<file path="config.mk">
export PLATFORM = sky130hd
export DESIGN_NAME = pia_top
export DESIGN_NICKNAME = d
export VERILOG_FILES = /design/src/pkg/pia_pkg.sv /design/src/rtl/pia_ppi_map.sv /design/src/rtl/pia_bus_guard.sv /design/src/rtl/pia_top.sv
export SDC_FILE = /design/constraint.sdc
export NUM_CORES = 1
export LEC_CHECK = 0
export ABC_CLOCK_PERIOD_IN_PS = 3700
export BUFFER_PORTS_ARGS = -buffer_cell sky130_fd_sc_hd__buf_2
export CAP_MARGIN = 10
export CORE_AREA = 2 2 222 224
export DETAILED_ROUTE_END_ITERATION = 8
export DIE_AREA = 0 0 224 226
export PLACE_DENSITY = 0.7
export SYNTH_ARGS = -nofsm -noshare
export SYNTH_HDL_FRONTEND = slang
export SYNTH_SLANG_ARGS = --single-unit
</file>
<file path="constraint.sdc">
create_clock -name clk -period 3.7 [get_ports clk]
set_input_delay 0.74 -clock clk [delete_from_list [all_inputs] [get_ports clk]]
set_output_delay 0.74 -clock clk [all_outputs]
set_load 0.03 [all_outputs]
</file>
<file path="src/pkg/pia_pkg.sv">
/*
 pia_pkg: constants, enumerations and carriers of the private interrupt assignment block.
 assumes one 20 MHz system clock and a fixed population of processing elements.
*/
package pia_pkg;
	// ----------------------------------------------------------------
	// sizing and feature switches
	// ----------------------------------------------------------------
	localparam int unsigned NUM_PE       = 4;
	localparam int unsigned PE_W         = 2;
	localparam int unsigned PPI_LINES    = 32;
	localparam int unsigned SGI_NUM      = 8;
	localparam int unsigned MSI_DEVS     = 8;
	localparam int unsigned INTX_N       = 4;
	localparam int unsigned WIRED_N      = 5;
	localparam int unsigned LPI_W        = 16;
	localparam int unsigned ADDR_W       = 32;
	localparam bit          HAS_PCIE     = 1'b1;
	localparam bit          HAS_PROFILE  = 1'b1;
	localparam bit          HAS_HYP_VIRT = 1'b1;
	localparam bit          HAS_SEC_HYP  = 1'b1;
	// ----------------------------------------------------------------
	// interrupt ids, security reset value, message ids
	// ----------------------------------------------------------------
	localparam logic [4:0]  ID_SEC_HYP_VIRT = 5'h13;
	localparam logic [4:0]  ID_SEC_HYP_PHYS = 5'h14;
	localparam logic [4:0]  ID_PROF         = 5'h15;
	localparam logic [4:0]  ID_DBG_COMM     = 5'h16;
	localparam logic [4:0]  ID_PMU          = 5'h17;
	localparam logic [4:0]  ID_CROSS_TRIG   = 5'h18;
	localparam logic [4:0]  ID_MAINT        = 5'h19;
	localparam logic [4:0]  ID_HYP_PHYS     = 5'h1A;
	localparam logic [4:0]  ID_VIRT         = 5'h1B;
	localparam logic [4:0]  ID_HYP_VIRT     = 5'h1C;
	localparam logic [4:0]  ID_SEC_PHYS     = 5'h1D;
	localparam logic [4:0]  ID_NS_PHYS      = 5'h1E;
	localparam logic [31:0] SGI_NS_MASK     = 32'h0000_00FF;
	localparam logic [31:0] GRP_SEC_RESET   = 32'h2018_0000;
	localparam logic [15:0] ERR_LPI_ID      = 16'h2000;
	// ----------------------------------------------------------------
	// populated address map and response bound
	// ----------------------------------------------------------------
	localparam logic [31:0] MEM_BASE        = 32'h8000_0000;
	localparam logic [31:0] MEM_SIZE        = 32'h4000_0000;
	localparam logic [31:0] DEV_BASE        = 32'h1000_0000;
	localparam logic [31:0] DEV_SIZE        = 32'h0100_0000;
	localparam int unsigned CLK_NS          = 50;
	localparam int unsigned RSP_LIMIT_NS    = 1000;
	localparam int unsigned RSP_LIMIT_CYC   = (RSP_LIMIT_NS / CLK_NS) < 1 ? 1 : (RSP_LIMIT_NS / CLK_NS);
	// ----------------------------------------------------------------
	// enumerations and carriers
	// ----------------------------------------------------------------
	typedef enum logic [1:0] {RPT_ABORT = 2'h0, RPT_SERR = 2'h1, RPT_WIRED = 2'h2, RPT_MSG = 2'h3} pia_rpt_t;
	typedef enum logic [1:0] {XS_IDLE = 2'b00, XS_LOOK = 2'b01, XS_ISSUE = 2'b11} pia_xst_t;
	typedef struct packed {
		logic ns_phys_tmr; logic virt_tmr; logic cross_trig; logic pmu_ovf;
		logic dbg_comm; logic prof_buf; logic hyp_virt_tmr; logic hyp_phys_tmr;
		logic maint; logic sec_phys_tmr; logic sec_hyp_phys_tmr; logic sec_hyp_virt_tmr;
	} pia_src_t;
	typedef struct packed {logic [2:0] id; logic [NUM_PE-1:0] targets;} pia_sgi_t;
	typedef struct packed {logic [2:0] dev; logic [LPI_W-1:0] evt;} pia_msi_t;
	typedef struct packed {logic valid; logic [PE_W-1:0] pe; logic [LPI_W-1:0] base;} pia_xent_t;
	typedef struct packed {logic [PE_W-1:0] pe; logic [LPI_W-1:0] id;} pia_lpi_t;
	typedef struct packed {logic [ADDR_W-1:0] addr; logic wr; logic [31:0] wdata;} pia_acc_t;
	typedef struct packed {logic err; logic [31:0] rdata;} pia_rsp_t;
endpackage

</file>
<file path="src/rtl/pia_ppi_map.sv">
/*
 pia_ppi_map: places one processing element's private sources on their fixed ids.
 assumes sources are levels synchronous to clk; one instance per processing element.
*/
`timescale 1ns/1ps
module pia_ppi_map (
	input  wire logic                            clk,
	input  wire logic                            rst_b,
	input  pia_pkg::pia_src_t                    src,
	output logic [pia_pkg::PPI_LINES-1:0]        ppi_q
);
	import pia_pkg::*;

	// ----------------------------------------------------------------
	// id placement, identical for every element
	// ----------------------------------------------------------------
	// unused ids read low; optional sources are held low when absent
	always_ff @(posedge clk) begin
		if (!rst_b) begin
			ppi_q <= '0;
		end else begin
			ppi_q                  <= '0;
			ppi_q[ID_NS_PHYS]      <= src.ns_phys_tmr;
			ppi_q[ID_VIRT]         <= src.virt_tmr;
			ppi_q[ID_CROSS_TRIG]   <= src.cross_trig;
			ppi_q[ID_PMU]          <= src.pmu_ovf;
			ppi_q[ID_DBG_COMM]     <= src.dbg_comm;
			ppi_q[ID_PROF]         <= HAS_PROFILE & src.prof_buf;
			ppi_q[ID_HYP_VIRT]     <= HAS_HYP_VIRT & src.hyp_virt_tmr;
			ppi_q[ID_HYP_PHYS]     <= src.hyp_phys_tmr;
			ppi_q[ID_MAINT]        <= src.maint;
			ppi_q[ID_SEC_PHYS]     <= src.sec_phys_tmr;
			ppi_q[ID_SEC_HYP_PHYS] <= HAS_SEC_HYP & src.sec_hyp_phys_tmr;
			ppi_q[ID_SEC_HYP_VIRT] <= HAS_SEC_HYP & src.sec_hyp_virt_tmr;
		end
	end
endmodule

</file>
<file path="src/rtl/pia_bus_guard.sv">
/*
 pia_bus_guard: terminates accesses to unpopulated space and bounds every response.
 assumes one outstanding access; downstream answers with a one-cycle valid.
*/
`timescale 1ns/1ps
module pia_bus_guard (
	input  wire logic                 clk,
	input  wire logic                 rst_b,
	input  wire logic                 req_valid,
	output logic                      req_ready,
	input  pia_pkg::pia_acc_t         req,
	output logic                      rsp_valid_q,
	output pia_pkg::pia_rsp_t         rsp_q,
	output logic                      dn_valid_q,
	input  wire logic                 dn_ready,
	output pia_pkg::pia_acc_t         dn_req_q,
	input  wire logic                 dn_rsp_valid,
	input  pia_pkg::pia_rsp_t         dn_rsp,
	output logic                      err_evt_q
);
	import pia_pkg::*;

	logic       busy_q;
	logic [4:0] cnt_q;

	// address decode against the populated regions
	function automatic logic in_map(input logic [ADDR_W-1:0] a);
		in_map = ((a - MEM_BASE) < MEM_SIZE) || ((a - DEV_BASE) < DEV_SIZE);
	endfunction

	assign req_ready = !busy_q;

	// ----------------------------------------------------------------
	// termination: unmapped at once, mapped within the bound
	// ----------------------------------------------------------------
	// a late downstream answer after the bound is dropped while idle, but forwarded if a new access is then in flight
	always_ff @(posedge clk) begin
		if (!rst_b) begin
			busy_q      <= 1'b0;
			cnt_q       <= '0;
			rsp_valid_q <= 1'b0;
			rsp_q       <= '0;
			dn_valid_q  <= 1'b0;
			dn_req_q    <= '0;
			err_evt_q   <= 1'b0;
		end else begin
			rsp_valid_q <= 1'b0;
			err_evt_q   <= 1'b0;
			if (!busy_q && req_valid) begin
				if (in_map(req.addr)) begin
					busy_q     <= 1'b1;
					cnt_q      <= '0;
					dn_valid_q <= 1'b1;
					dn_req_q   <= req;
				end else begin
					rsp_valid_q <= 1'b1;
					rsp_q       <= '{err: 1'b1, rdata: '0};
					err_evt_q   <= 1'b1;
				end
			end else if (busy_q) begin
				if (dn_valid_q && dn_ready) begin
					dn_valid_q <= 1'b0;
				end
				cnt_q <= cnt_q + 5'h01;
				if (dn_rsp_valid) begin
					busy_q      <= 1'b0;
					rsp_valid_q <= 1'b1;
					rsp_q       <= dn_rsp;
				end else if (cnt_q == 5'(RSP_LIMIT_CYC - 1)) begin
					busy_q      <= 1'b0;
					dn_valid_q  <= 1'b0;
					rsp_valid_q <= 1'b1;
					rsp_q       <= '{err: 1'b1, rdata: '0};
					err_evt_q   <= 1'b1;
				end
			end
		end
	end
endmodule

</file>
<file path="src/rtl/pia_top.sv">
/*
 pia_top: private interrupt assignment, message translation, legacy wired path and
 termination of accesses to unpopulated address space.
 assumes all inputs synchronous to clk; the interrupt controller consumes the id-indexed
 lines per element, the message output and the wired levels.
*/
`timescale 1ns/1ps
module pia_top (
	input  wire logic                                          clk,
	input  wire logic                                          rst_b,
	// private sources, one group per element
	input  pia_pkg::pia_src_t [pia_pkg::NUM_PE-1:0]            pe_src,
	// software generated requests and their acknowledges
	input  wire logic                                          sgi_valid,
	input  pia_pkg::pia_sgi_t                                  sgi_req,
	input  wire logic [pia_pkg::NUM_PE-1:0][pia_pkg::SGI_NUM-1:0] sgi_ack,
	// id-indexed lines per element and security group per id
	output logic [pia_pkg::NUM_PE-1:0][pia_pkg::PPI_LINES-1:0] pe_irq,
	output logic [pia_pkg::PPI_LINES-1:0]                      id_secure,
	input  wire logic                                          grp_we,
	input  wire logic                                          grp_nonsecure,
	input  wire logic [pia_pkg::PPI_LINES-1:0]                 grp_val,
	// translation table load
	input  wire logic                                          xlt_we,
	input  wire logic [2:0]                                    xlt_idx,
	input  pia_pkg::pia_xent_t                                 xlt_ent,
	// msi writes in, message interrupts out
	input  wire logic                                          msi_valid,
	output logic                                               msi_ready,
	input  pia_pkg::pia_msi_t                                  msi,
	output logic                                               lpi_valid,
	input  wire logic                                          lpi_ready,
	output pia_pkg::pia_lpi_t                                  message_based_interrupt,
	output logic                                               xlt_miss,
	// legacy levels and shared wired outputs
	input  wire logic [pia_pkg::INTX_N-1:0]                    intx_lvl,
	output logic [pia_pkg::WIRED_N-1:0]                        wired_irq,
	// requester side of the memory path
	input  wire logic                                          acc_valid,
	output logic                                               acc_ready,
	input  pia_pkg::pia_acc_t                                  acc,
	output logic                                               rsp_valid,
	output pia_pkg::pia_rsp_t                                  rsp,
	// populated target side of the memory path
	output logic                                               dn_valid,
	input  wire logic                                          dn_ready,
	output pia_pkg::pia_acc_t                                  dn_req,
	input  wire logic                                          dn_rsp_valid,
	input  pia_pkg::pia_rsp_t                                  dn_rsp,
	// error reporting choice and clear
	input  pia_pkg::pia_rpt_t                                  rpt_mode,
	output logic                                               serr_irq,
	input  wire logic                                          err_clr
);
	import pia_pkg::*;

	// ----------------------------------------------------------------
	// declarations
	// ----------------------------------------------------------------
	logic [NUM_PE-1:0][PPI_LINES-1:0] ppi_w;
	logic [NUM_PE-1:0][SGI_NUM-1:0]   sgi_pend_q;
	logic [PPI_LINES-1:0]             grp_sec_q;
	pia_xent_t                        xlt_tab_q [MSI_DEVS];
	pia_xst_t                         xst_q;
	pia_msi_t                         msi_q;
	pia_lpi_t                         lpi_q;
	logic                             xlt_miss_q;
	logic                             err_msg_q;
	logic                             serr_q;
	logic                             err_wired_q;
	logic [INTX_N-1:0]                intx_q;
	logic                             g_rsp_valid;
	pia_rsp_t                         g_rsp;
	logic                             g_err;
	pia_rpt_t                         rpt_q;
	logic                             rsp_valid_q;
	pia_rsp_t                         rsp_q;

	// ----------------------------------------------------------------
	// private source placement
	// ----------------------------------------------------------------
	// one mapper per element keeps each element's sources on its own lines
	for (genvar p = 0; p < NUM_PE; p++) begin : g_pe
		pia_ppi_map u_map (
			.clk   (clk),
			.rst_b (rst_b),
			.src   (pe_src[p]),
			.ppi_q (ppi_w[p])
		);
	end

	// ----------------------------------------------------------------
	// software generated ids
	// ----------------------------------------------------------------
	// sticky pending per element and id; a new request beats a same-cycle ack
	always_ff @(posedge clk) begin
		if (!rst_b) begin
			sgi_pend_q <= '0;
		end else begin
			for (int p = 0; p < NUM_PE; p++) begin
				for (int k = 0; k < SGI_NUM; k++) begin
					if (sgi_valid && sgi_req.targets[p] && (sgi_req.id == 3'(k))) begin
						sgi_pend_q[p][k] <= 1'b1;
					end else if (sgi_ack[p][k]) begin
						sgi_pend_q[p][k] <= 1'b0;
					end
				end
			end
		end
	end

	// ids 0..7 software, 8..15 unused, 16..31 private sources
	always_comb begin
		for (int p = 0; p < NUM_PE; p++) begin
			pe_irq[p]                  = ppi_w[p] & ~32'h0000_FFFF;
			pe_irq[p][SGI_NUM-1:0]     = sgi_pend_q[p];
		end
	end

	// ----------------------------------------------------------------
	// security group per id
	// ----------------------------------------------------------------
	// only a secure write may regroup; software ids stay non-secure always
	always_ff @(posedge clk) begin
		if (!rst_b) begin
			grp_sec_q <= GRP_SEC_RESET;
		end else if (grp_we && !grp_nonsecure) begin
			grp_sec_q <= grp_val & ~SGI_NS_MASK;
		end
	end

	assign id_secure = grp_sec_q;

	// ----------------------------------------------------------------
	// translation table
	// ----------------------------------------------------------------
	// small table, one entry per requesting device, loaded by firmware
	always_ff @(posedge clk) begin
		if (!rst_b) begin
			for (int i = 0; i < MSI_DEVS; i++) begin
				xlt_tab_q[i] <= '0;
			end
		end else if (xlt_we) begin
			xlt_tab_q[xlt_idx] <= xlt_ent;
		end
	end

	// ----------------------------------------------------------------
	// message translation state machine
	// ----------------------------------------------------------------
	// a pending error message goes first so it cannot starve behind msi traffic
	assign msi_ready = (xst_q == XS_IDLE) && !err_msg_q && HAS_PCIE;
	assign lpi_valid = (xst_q == XS_ISSUE);
	assign message_based_interrupt       = lpi_q;
	assign xlt_miss  = xlt_miss_q;

	always_ff @(posedge clk) begin
		if (!rst_b) begin
			xst_q      <= XS_IDLE;
			msi_q      <= '0;
			lpi_q      <= '0;
			xlt_miss_q <= 1'b0;
		end else begin
			xlt_miss_q <= 1'b0;
			unique case (xst_q)
				XS_IDLE: begin
					if (err_msg_q) begin
						lpi_q <= '{pe: '0, id: ERR_LPI_ID};
						xst_q <= XS_ISSUE;
					end else if (msi_valid && msi_ready) begin
						msi_q <= msi;
						xst_q <= XS_LOOK;
					end
				end
				XS_LOOK: begin
					if (xlt_tab_q[msi_q.dev].valid) begin
						lpi_q.pe <= xlt_tab_q[msi_q.dev].pe;
						lpi_q.id <= LPI_W'(xlt_tab_q[msi_q.dev].base + msi_q.evt);
						xst_q    <= XS_ISSUE;
					end else begin
						xlt_miss_q <= 1'b1;                                // unmapped device, dropped
						xst_q      <= XS_IDLE;
					end
				end
				XS_ISSUE: begin
					if (lpi_ready) begin
						xst_q <= XS_IDLE;
					end
				end
				default: begin
					xst_q <= XS_IDLE;
				end
			endcase
		end
	end

	// ----------------------------------------------------------------
	// legacy wired path
	// ----------------------------------------------------------------
	// levels pass through one flop, never turned into edges
	always_ff @(posedge clk) begin
		if (!rst_b) begin
			intx_q <= '0;
		end else begin
			intx_q <= intx_lvl;
		end
	end

	assign wired_irq = {err_wired_q, intx_q};
	assign serr_irq  = serr_q;

	// ----------------------------------------------------------------
	// access termination and bounded response
	// ----------------------------------------------------------------
	pia_bus_guard u_guard (
		.clk          (clk),
		.rst_b        (rst_b),
		.req_valid    (acc_valid),
		.req_ready    (acc_ready),
		.req          (acc),
		.rsp_valid_q  (g_rsp_valid),
		.rsp_q        (g_rsp),
		.dn_valid_q   (dn_valid),
		.dn_ready     (dn_ready),
		.dn_req_q     (dn_req),
		.dn_rsp_valid (dn_rsp_valid),
		.dn_rsp       (dn_rsp),
		.err_evt_q    (g_err)
	);

	// report mode is sampled with the access so a mid-flight change cannot split it
	always_ff @(posedge clk) begin
		if (!rst_b) begin
			rpt_q <= RPT_ABORT;
		end else if (acc_valid && acc_ready) begin
			rpt_q <= rpt_mode;
		end
	end

	// error flag reaches the requester only as a precise abort
	always_ff @(posedge clk) begin
		if (!rst_b) begin
			rsp_valid_q <= 1'b0;
			rsp_q       <= '0;
		end else begin
			rsp_valid_q <= g_rsp_valid;
			rsp_q.rdata <= g_rsp.rdata;
			rsp_q.err   <= g_rsp.err & (rpt_q == RPT_ABORT);
		end
	end

	assign rsp_valid = rsp_valid_q;
	assign rsp       = rsp_q;

	// sticky reporting flags; a fresh error beats a same-cycle clear
	always_ff @(posedge clk) begin
		if (!rst_b) begin
			serr_q      <= 1'b0;
			err_wired_q <= 1'b0;
			err_msg_q   <= 1'b0;
		end else begin
			if (g_err && (rpt_q == RPT_SERR)) begin
				serr_q <= 1'b1;
			end else if (err_clr) begin
				serr_q <= 1'b0;
			end
			if (g_err && (rpt_q == RPT_WIRED)) begin
				err_wired_q <= 1'b1;
			end else if (err_clr) begin
				err_wired_q <= 1'b0;
			end
			if (g_err && (rpt_q == RPT_MSG)) begin
				err_msg_q <= 1'b1;
			end else if ((xst_q == XS_IDLE) && err_msg_q) begin
				err_msg_q <= 1'b0;
			end
		end
	end
endmodule

</file>
Yosys cells after proc, flatten, opt, wreduce, memory -nomap -nowiden
Memories as Yosys holds them, arrays and structs flattened. A register that Yosys moved wholly into a read port is not among the register bits.
Cells that the tools add are included.

word-level totals
  RAM bits = 152
  memories = 1
  output and inout bits = 288
  register bits = 374
  bits of input ports = 276

operators by class
  bitwise logic cells = 2
  equality and inequality tests = 19
  magnitude comparators = 2
  multiplexer cells = 113
  reduce and logical (&&, ||, !) cells = 98
  add/sub/neg operators = 4

memories
  memory     depth  bits a word  read ports  clocked after memory_dff  wr ports  RTL line       source
  xlt_tab_q  8      19           1           1                         8         pia_top.sv:63  pia_xent_t xlt_tab_q [MSI_DEVS];

operator list
  cell                                                          count
  two-way mux 33 bit                                            5
  two-way mux 1 bit                                             93
  nonzero test 2 bit                                            37
  logical AND 1 bit                                             45
  two-way mux 18 bit                                            2
  one-hot mux 18 bit (2 select lines)                           1
  less-than comparator 32 x 25 -> 1 bit, second input constant  1
  less-than comparator 32 x 31 -> 1 bit, second input constant  1
  subtractor 32 x 29 -> 32 bit, second input constant           1
  subtractor 32 bit, second input constant                      1
  two-way mux 19 bit                                            1
  OR reduction 19 bit                                           1
  adder 16 bit                                                  1
  two-way mux 5 bit                                             3
  == test 3 bit, second input constant                          4
  two-way mux 3 bit                                             3
  AND reduction 3 bit                                           3
  two-way mux 2 bit                                             4
  AND reduction 2 bit                                           4
  == test 2 bit, second input constant                          3
  == test 3 x 2 -> 1 bit, second input constant                 2
  inequality test 2 bit, second input constant                  3
  one-hot mux 2 bit (3 select lines)                            1
  adder 5 x 1 -> 5 bit, second input constant                   1
  other kinds (12)                                              17

Longest topological paths before layout
  depth in word-level cells = 6
  mapped depth = 12
  depth with buffers taken out = 10

Cells and area by module
From an unflattened synthesis, not the netlist that was laid out.

second synthesis, totals
  cells, all modules = 1632
  area, all modules = 18670.4 sq um

by module, submodules not included
  module         cells an instance  area an instance (sq um)  times used
  pia_top        1043               12603.3                   1
  pia_bus_guard  405                4105.2                    1
  pia_ppi_map    46                 490.5                     4

Worst setup path before layout
Ideal clock, no wire load.

  kind = register -> register
  from = register with a tool-made name
  to = register lpi_q, in the netlist message_based_interrupt[8]
  setup slack = 0.431 ns
  buffers on the path = 2
  stages on the path, launching flop included = 13
  data arrival time = 3.147 ns
  cell sequence = dfxtp_1 buf_6 buf_2 mux4_2 mux2_2 ha_1 fa_1 a21o_1 a311oi_1 nor2_1 or3_1 nand4_1 a21boi_0

RTL lines
  item                  RTL line        source
  to (signal assigned)  pia_top.sv:168  lpi_q <= '{pe: '0, id: ERR_LPI_ID};
  to (decl)             pia_top.sv:66   pia_lpi_t lpi_q;

==> flow_metrics.tcl <==
set metrics [dict create \
    ctsResizeCount 0 \
    syn_to_final_growth_pct 26.1 \
    cts_tree "done" \
    cts_buffers 50 \
    rows 81 \
    switching_share_pct 26.0 \
    crit_slowest_cell "mux4_2" \
    holdPathStages 2 \
    synth_area_um2 18100 \
    setup_viol 0 \
    cts_hold_buf 0 \
    yosys_register_bits 449 \
    path_clk_slew_ns 0.07 \
    synth.avg_cell_area_um2 10.9 \
    clock_sinks 449 \
    status "completed" \
    arrival_ns 3.87 \
    power_mw 11.9 \
    grt_pass1_vias 13202 \
    end_kind "flip-flop" \
    finalWirelength_um 52800 \
    cp_top_family "compound AO/OA/AOI/OAI gates" \
    clock_path_buffers 3 \
    final_period_minus_worst_setup_slack_ns 3.41 \
    dp_hpwl_um 38100 \
    drive_gt1_share_pct 31.0 \
    finalHoldViolCount 0 \
    core_um2 48300 \
    fin_nets 2444 \
    multi_input_area_um2 6830 \
    pwr-share-clk_pct 42.0 \
    grt_first_pass_wirelength_um 76700 \
    worstPathRequired_ns 4.16 \
    drtAntennaViolNets 0 \
    seqPwrFrac_pct 45.9 \
    fin_crit_sh_pct 92.1 \
    initial_core_util_pct 37.4 \
    ys.flop_type "dfxtp_1" \
    drc 0 \
    synth.distinct_cells 60 \
    grt.total_usage_pct 19.9 \
    overflow 0 \
    peakVddDrop_mv 0.342 \
    clk_latency_ns 0.59 \
    crit_type "reg -> reg" \
    gp_congestion 0.874 \
    hp-class "in -> reg" \
    antenna_found_initial 26 \
    stdcell_area_um2 22800 \
    post-place-ws_ns 0.321 \
    placed_area_um2 21100 \
    combPwrFrac_pct 12.1 \
    yosysWarnings 0 \
    htreeDepth 2 \
    maxSlewViolCount 0 \
    regArea_um2 10500 \
    slew_headroom_pct 12.4 \
    seq_area_frac_synth_pct 58.1 \
    worstMarginPinSlew_ns 1.31 \
    cts-root-buf "clkbuf_16" \
    reg2reg_depth 11 \
    async_flop_share_pct 0 \
    netlist_instances 1656 \
    cts_setup_buffers 0 \
    max_stage_delay_ns 0.51 \
    power.switching_mw 3.10 \
    vias_per_cell 4.82 \
    num-fill-cells 4432 \
    setup_ws_ns 0.292 \
    drv_cap 0 \
    cp-start-kind "flip-flop" \
    drt_iter0_drc 1155 \
    rsz0062_at_grt "no" \
    tns_ns 0 \
    cp.buffers_inverters 2 \
    critPathMaxFanout 14 \
    internal_power_mw 8.83 \
    first_pass_iters 5 \
    reg2reg_to "message_based_interrupt[13]" \
    avgRoutedWirePerCell_um 18.7 \
    fp.dieArea_um2 50600 \
    crit_chain "buf_12, mux4_2, mux2_2, ha_1, nand4_1, a211oi_1, buf_4, o21ai_0, a41oi_1, xnor2_1, a21oi_1" \
    grt_max_degree 292 \
    cellLeakagePower_nw 9.69 \
    io_pins 564 \
    die_h_um 226 \
    whs_endpoint "g_pe[3].u_map.ppi_q[29]" \
    hold_path_startpoint "pe_src[38]" \
    numPortBuffers 499 \
    via_count 13609 \
    die_w_um 224 \
    cellPowerDensity_nw_per_um2 523 \
    fin_skew_ns 0.0197 \
    max_freq_ghz 0.293 \
    synth_edf_count 152 \
    r2r_slack_ns 0.29 \
]
per-stage QoR:
step | utilization [%] | instances | hold slack [ns]
finish | 47.2 | 2825 | 0.345
global route | 47.2 | 2824 | 0.336
CTS | 47.1 | 2813 | 0.315
detailed placement | 43.7 | 2721 | 0.430
global placement | 43.7 | 2721 | 0.418
floorplan | - | 1711 | 0.412
power by group through the flow:
| stage | clock network [mW] | logic, mW | registers [mW] |
|---|---|---|---|
| 4_1_cts | 5.11 | 1.45 | 5.47 |
| 3_5_place_dp | 0 | 1.44 | 5.58 |
| 3_3_place_gp | 0 | 1.42 | 5.57 |
| 2_1_floorplan | 0 | 0.780 | 5.75 |
| 6_report | 5.01 | 1.45 | 5.47 |
| 5_1_grt | 5.30 | 1.56 | 5.50 |
worst max-delay path by stage:
stage	slack (ns)	start	cells after the start	end
6_report	0.29	flip-flop	11	message_based_interrupt[13]
5_1_grt	0.04	flip-flop	11	message_based_interrupt[13]
4_1_cts	0.30	flip-flop	11	message_based_interrupt[13]
3_5_place_dp	0.32	flip-flop	11	message_based_interrupt[13]
3_3_place_gp	0.39	flip-flop	11	message_based_interrupt[13]
2_1_floorplan	0.43	flip-flop	12	message_based_interrupt[8]
logic make-up (layout without fill, tap and decap cells):
kind of cell	Yosys count	after routing	share of synthesized area [%]
mux	60	60	6.22
xor+xnor	15	15	0.727
other cells	1	68	0.0207
buf+inv	190	670	5.30
flops	449	449	58.1
compound gates	282	282	10.3
simple gates	642	642	18.1
fa+ha+maj	17	17	1.22
state kept, by name (all words and copies together) (netlist names), 18 cells and up, named ones only:
register / count
u_guard.dn_req_q: 65
u_guard.rsp_q: 33
rsp: 33
xlt_tab_q: 152
id_secure: 24
pe_irq: 32
message_based_interrupt: 18
g_pe.u_map.ppi_q: 48
msi_q: 19
cell type report:
type	instances	share of cell area, %
Antenna cell	12	0.132
Multi-Input combinational cell	1072	30.0
Inverter	40	0.659
Clock buffer	64	5.86
Timing Repair Buffer	538	12.5
Tap cell	622	3.41
Sequential cell	449	46.1
Clock inverter	28	1.38
layout by cell type (no fill, tap or decap), types with 6 or more instances in the layout:
cell and instances:
a21boi_0 114, a21o_1 6, a21oi_1 46, and2_1 274
and3_1 6, buf_2 498, buf_4 35, clkbuf_1 12
clkbuf_16 51, clkinv_2 6, conb_1 56, dfxtp_1 296
diode_2 12, edfxtp_1 152, ha_1 16, inv_1 40
mux2_2 16, mux4_2 34, nand2_1 277, nand2b_1 9
nand3_1 16, nand3b_1 6, nor2_1 14, nor2b_1 10
nor3_1 7, o21ai_0 49, o21ai_1 6, o22ai_1 34
xnor2_1 8, xor2_1 7
cell usage after synthesis (all sizes together), types with 3 or more instances:
cell type	n	area share, %
inv	40	0.83
xor2	7	0.34
dfxtp	297	33
mux2i	6	0.40
and3	6	0.21
nand3b	6	0.25
nor3	7	0.19
a21o	6	0.25
o22ai	34	1.2
nor2b	11	0.38
clkbuf	76	1.6
nand3	16	0.44
nor2	17	0.35
a22oi	3	0.12
a21boi	114	4.7
nand2	279	5.8
xnor2	8	0.39
ha	16	1.1
and2	276	9.6
buf	74	2.9
a31oi	4	0.14
nand4	5	0.17
o21ai	55	1.5
a21oi	46	1.3
or3	3	0.10
nand2b	9	0.31
mux2	16	1.0
mux4	38	4.8
edfxtp	152	25
per-layer routing:
layer  vias up  GRT usage (%)  routed length (um)
met5         -              0                 102
met4        16           8.75                1870
met3       130           5.07                3540
met2       441           34.3               26200
met1      6484           23.6               21100
li1       6538              -                   -
worst reg2reg max path, stage by stage (launching register included):
cell and delay (ns):
dfxtp_2 0.50, buf_12 0.22, mux4_2 0.52, mux2_2 0.31
ha_1 0.40, nand4_1 0.15, a211oi_1 0.40, buf_4 0.19
o21ai_0 0.10, a41oi_1 0.26, xnor2_1 0.15, a21oi_1 0.08
Note: power is estimated with default switching activity, not from simulation.
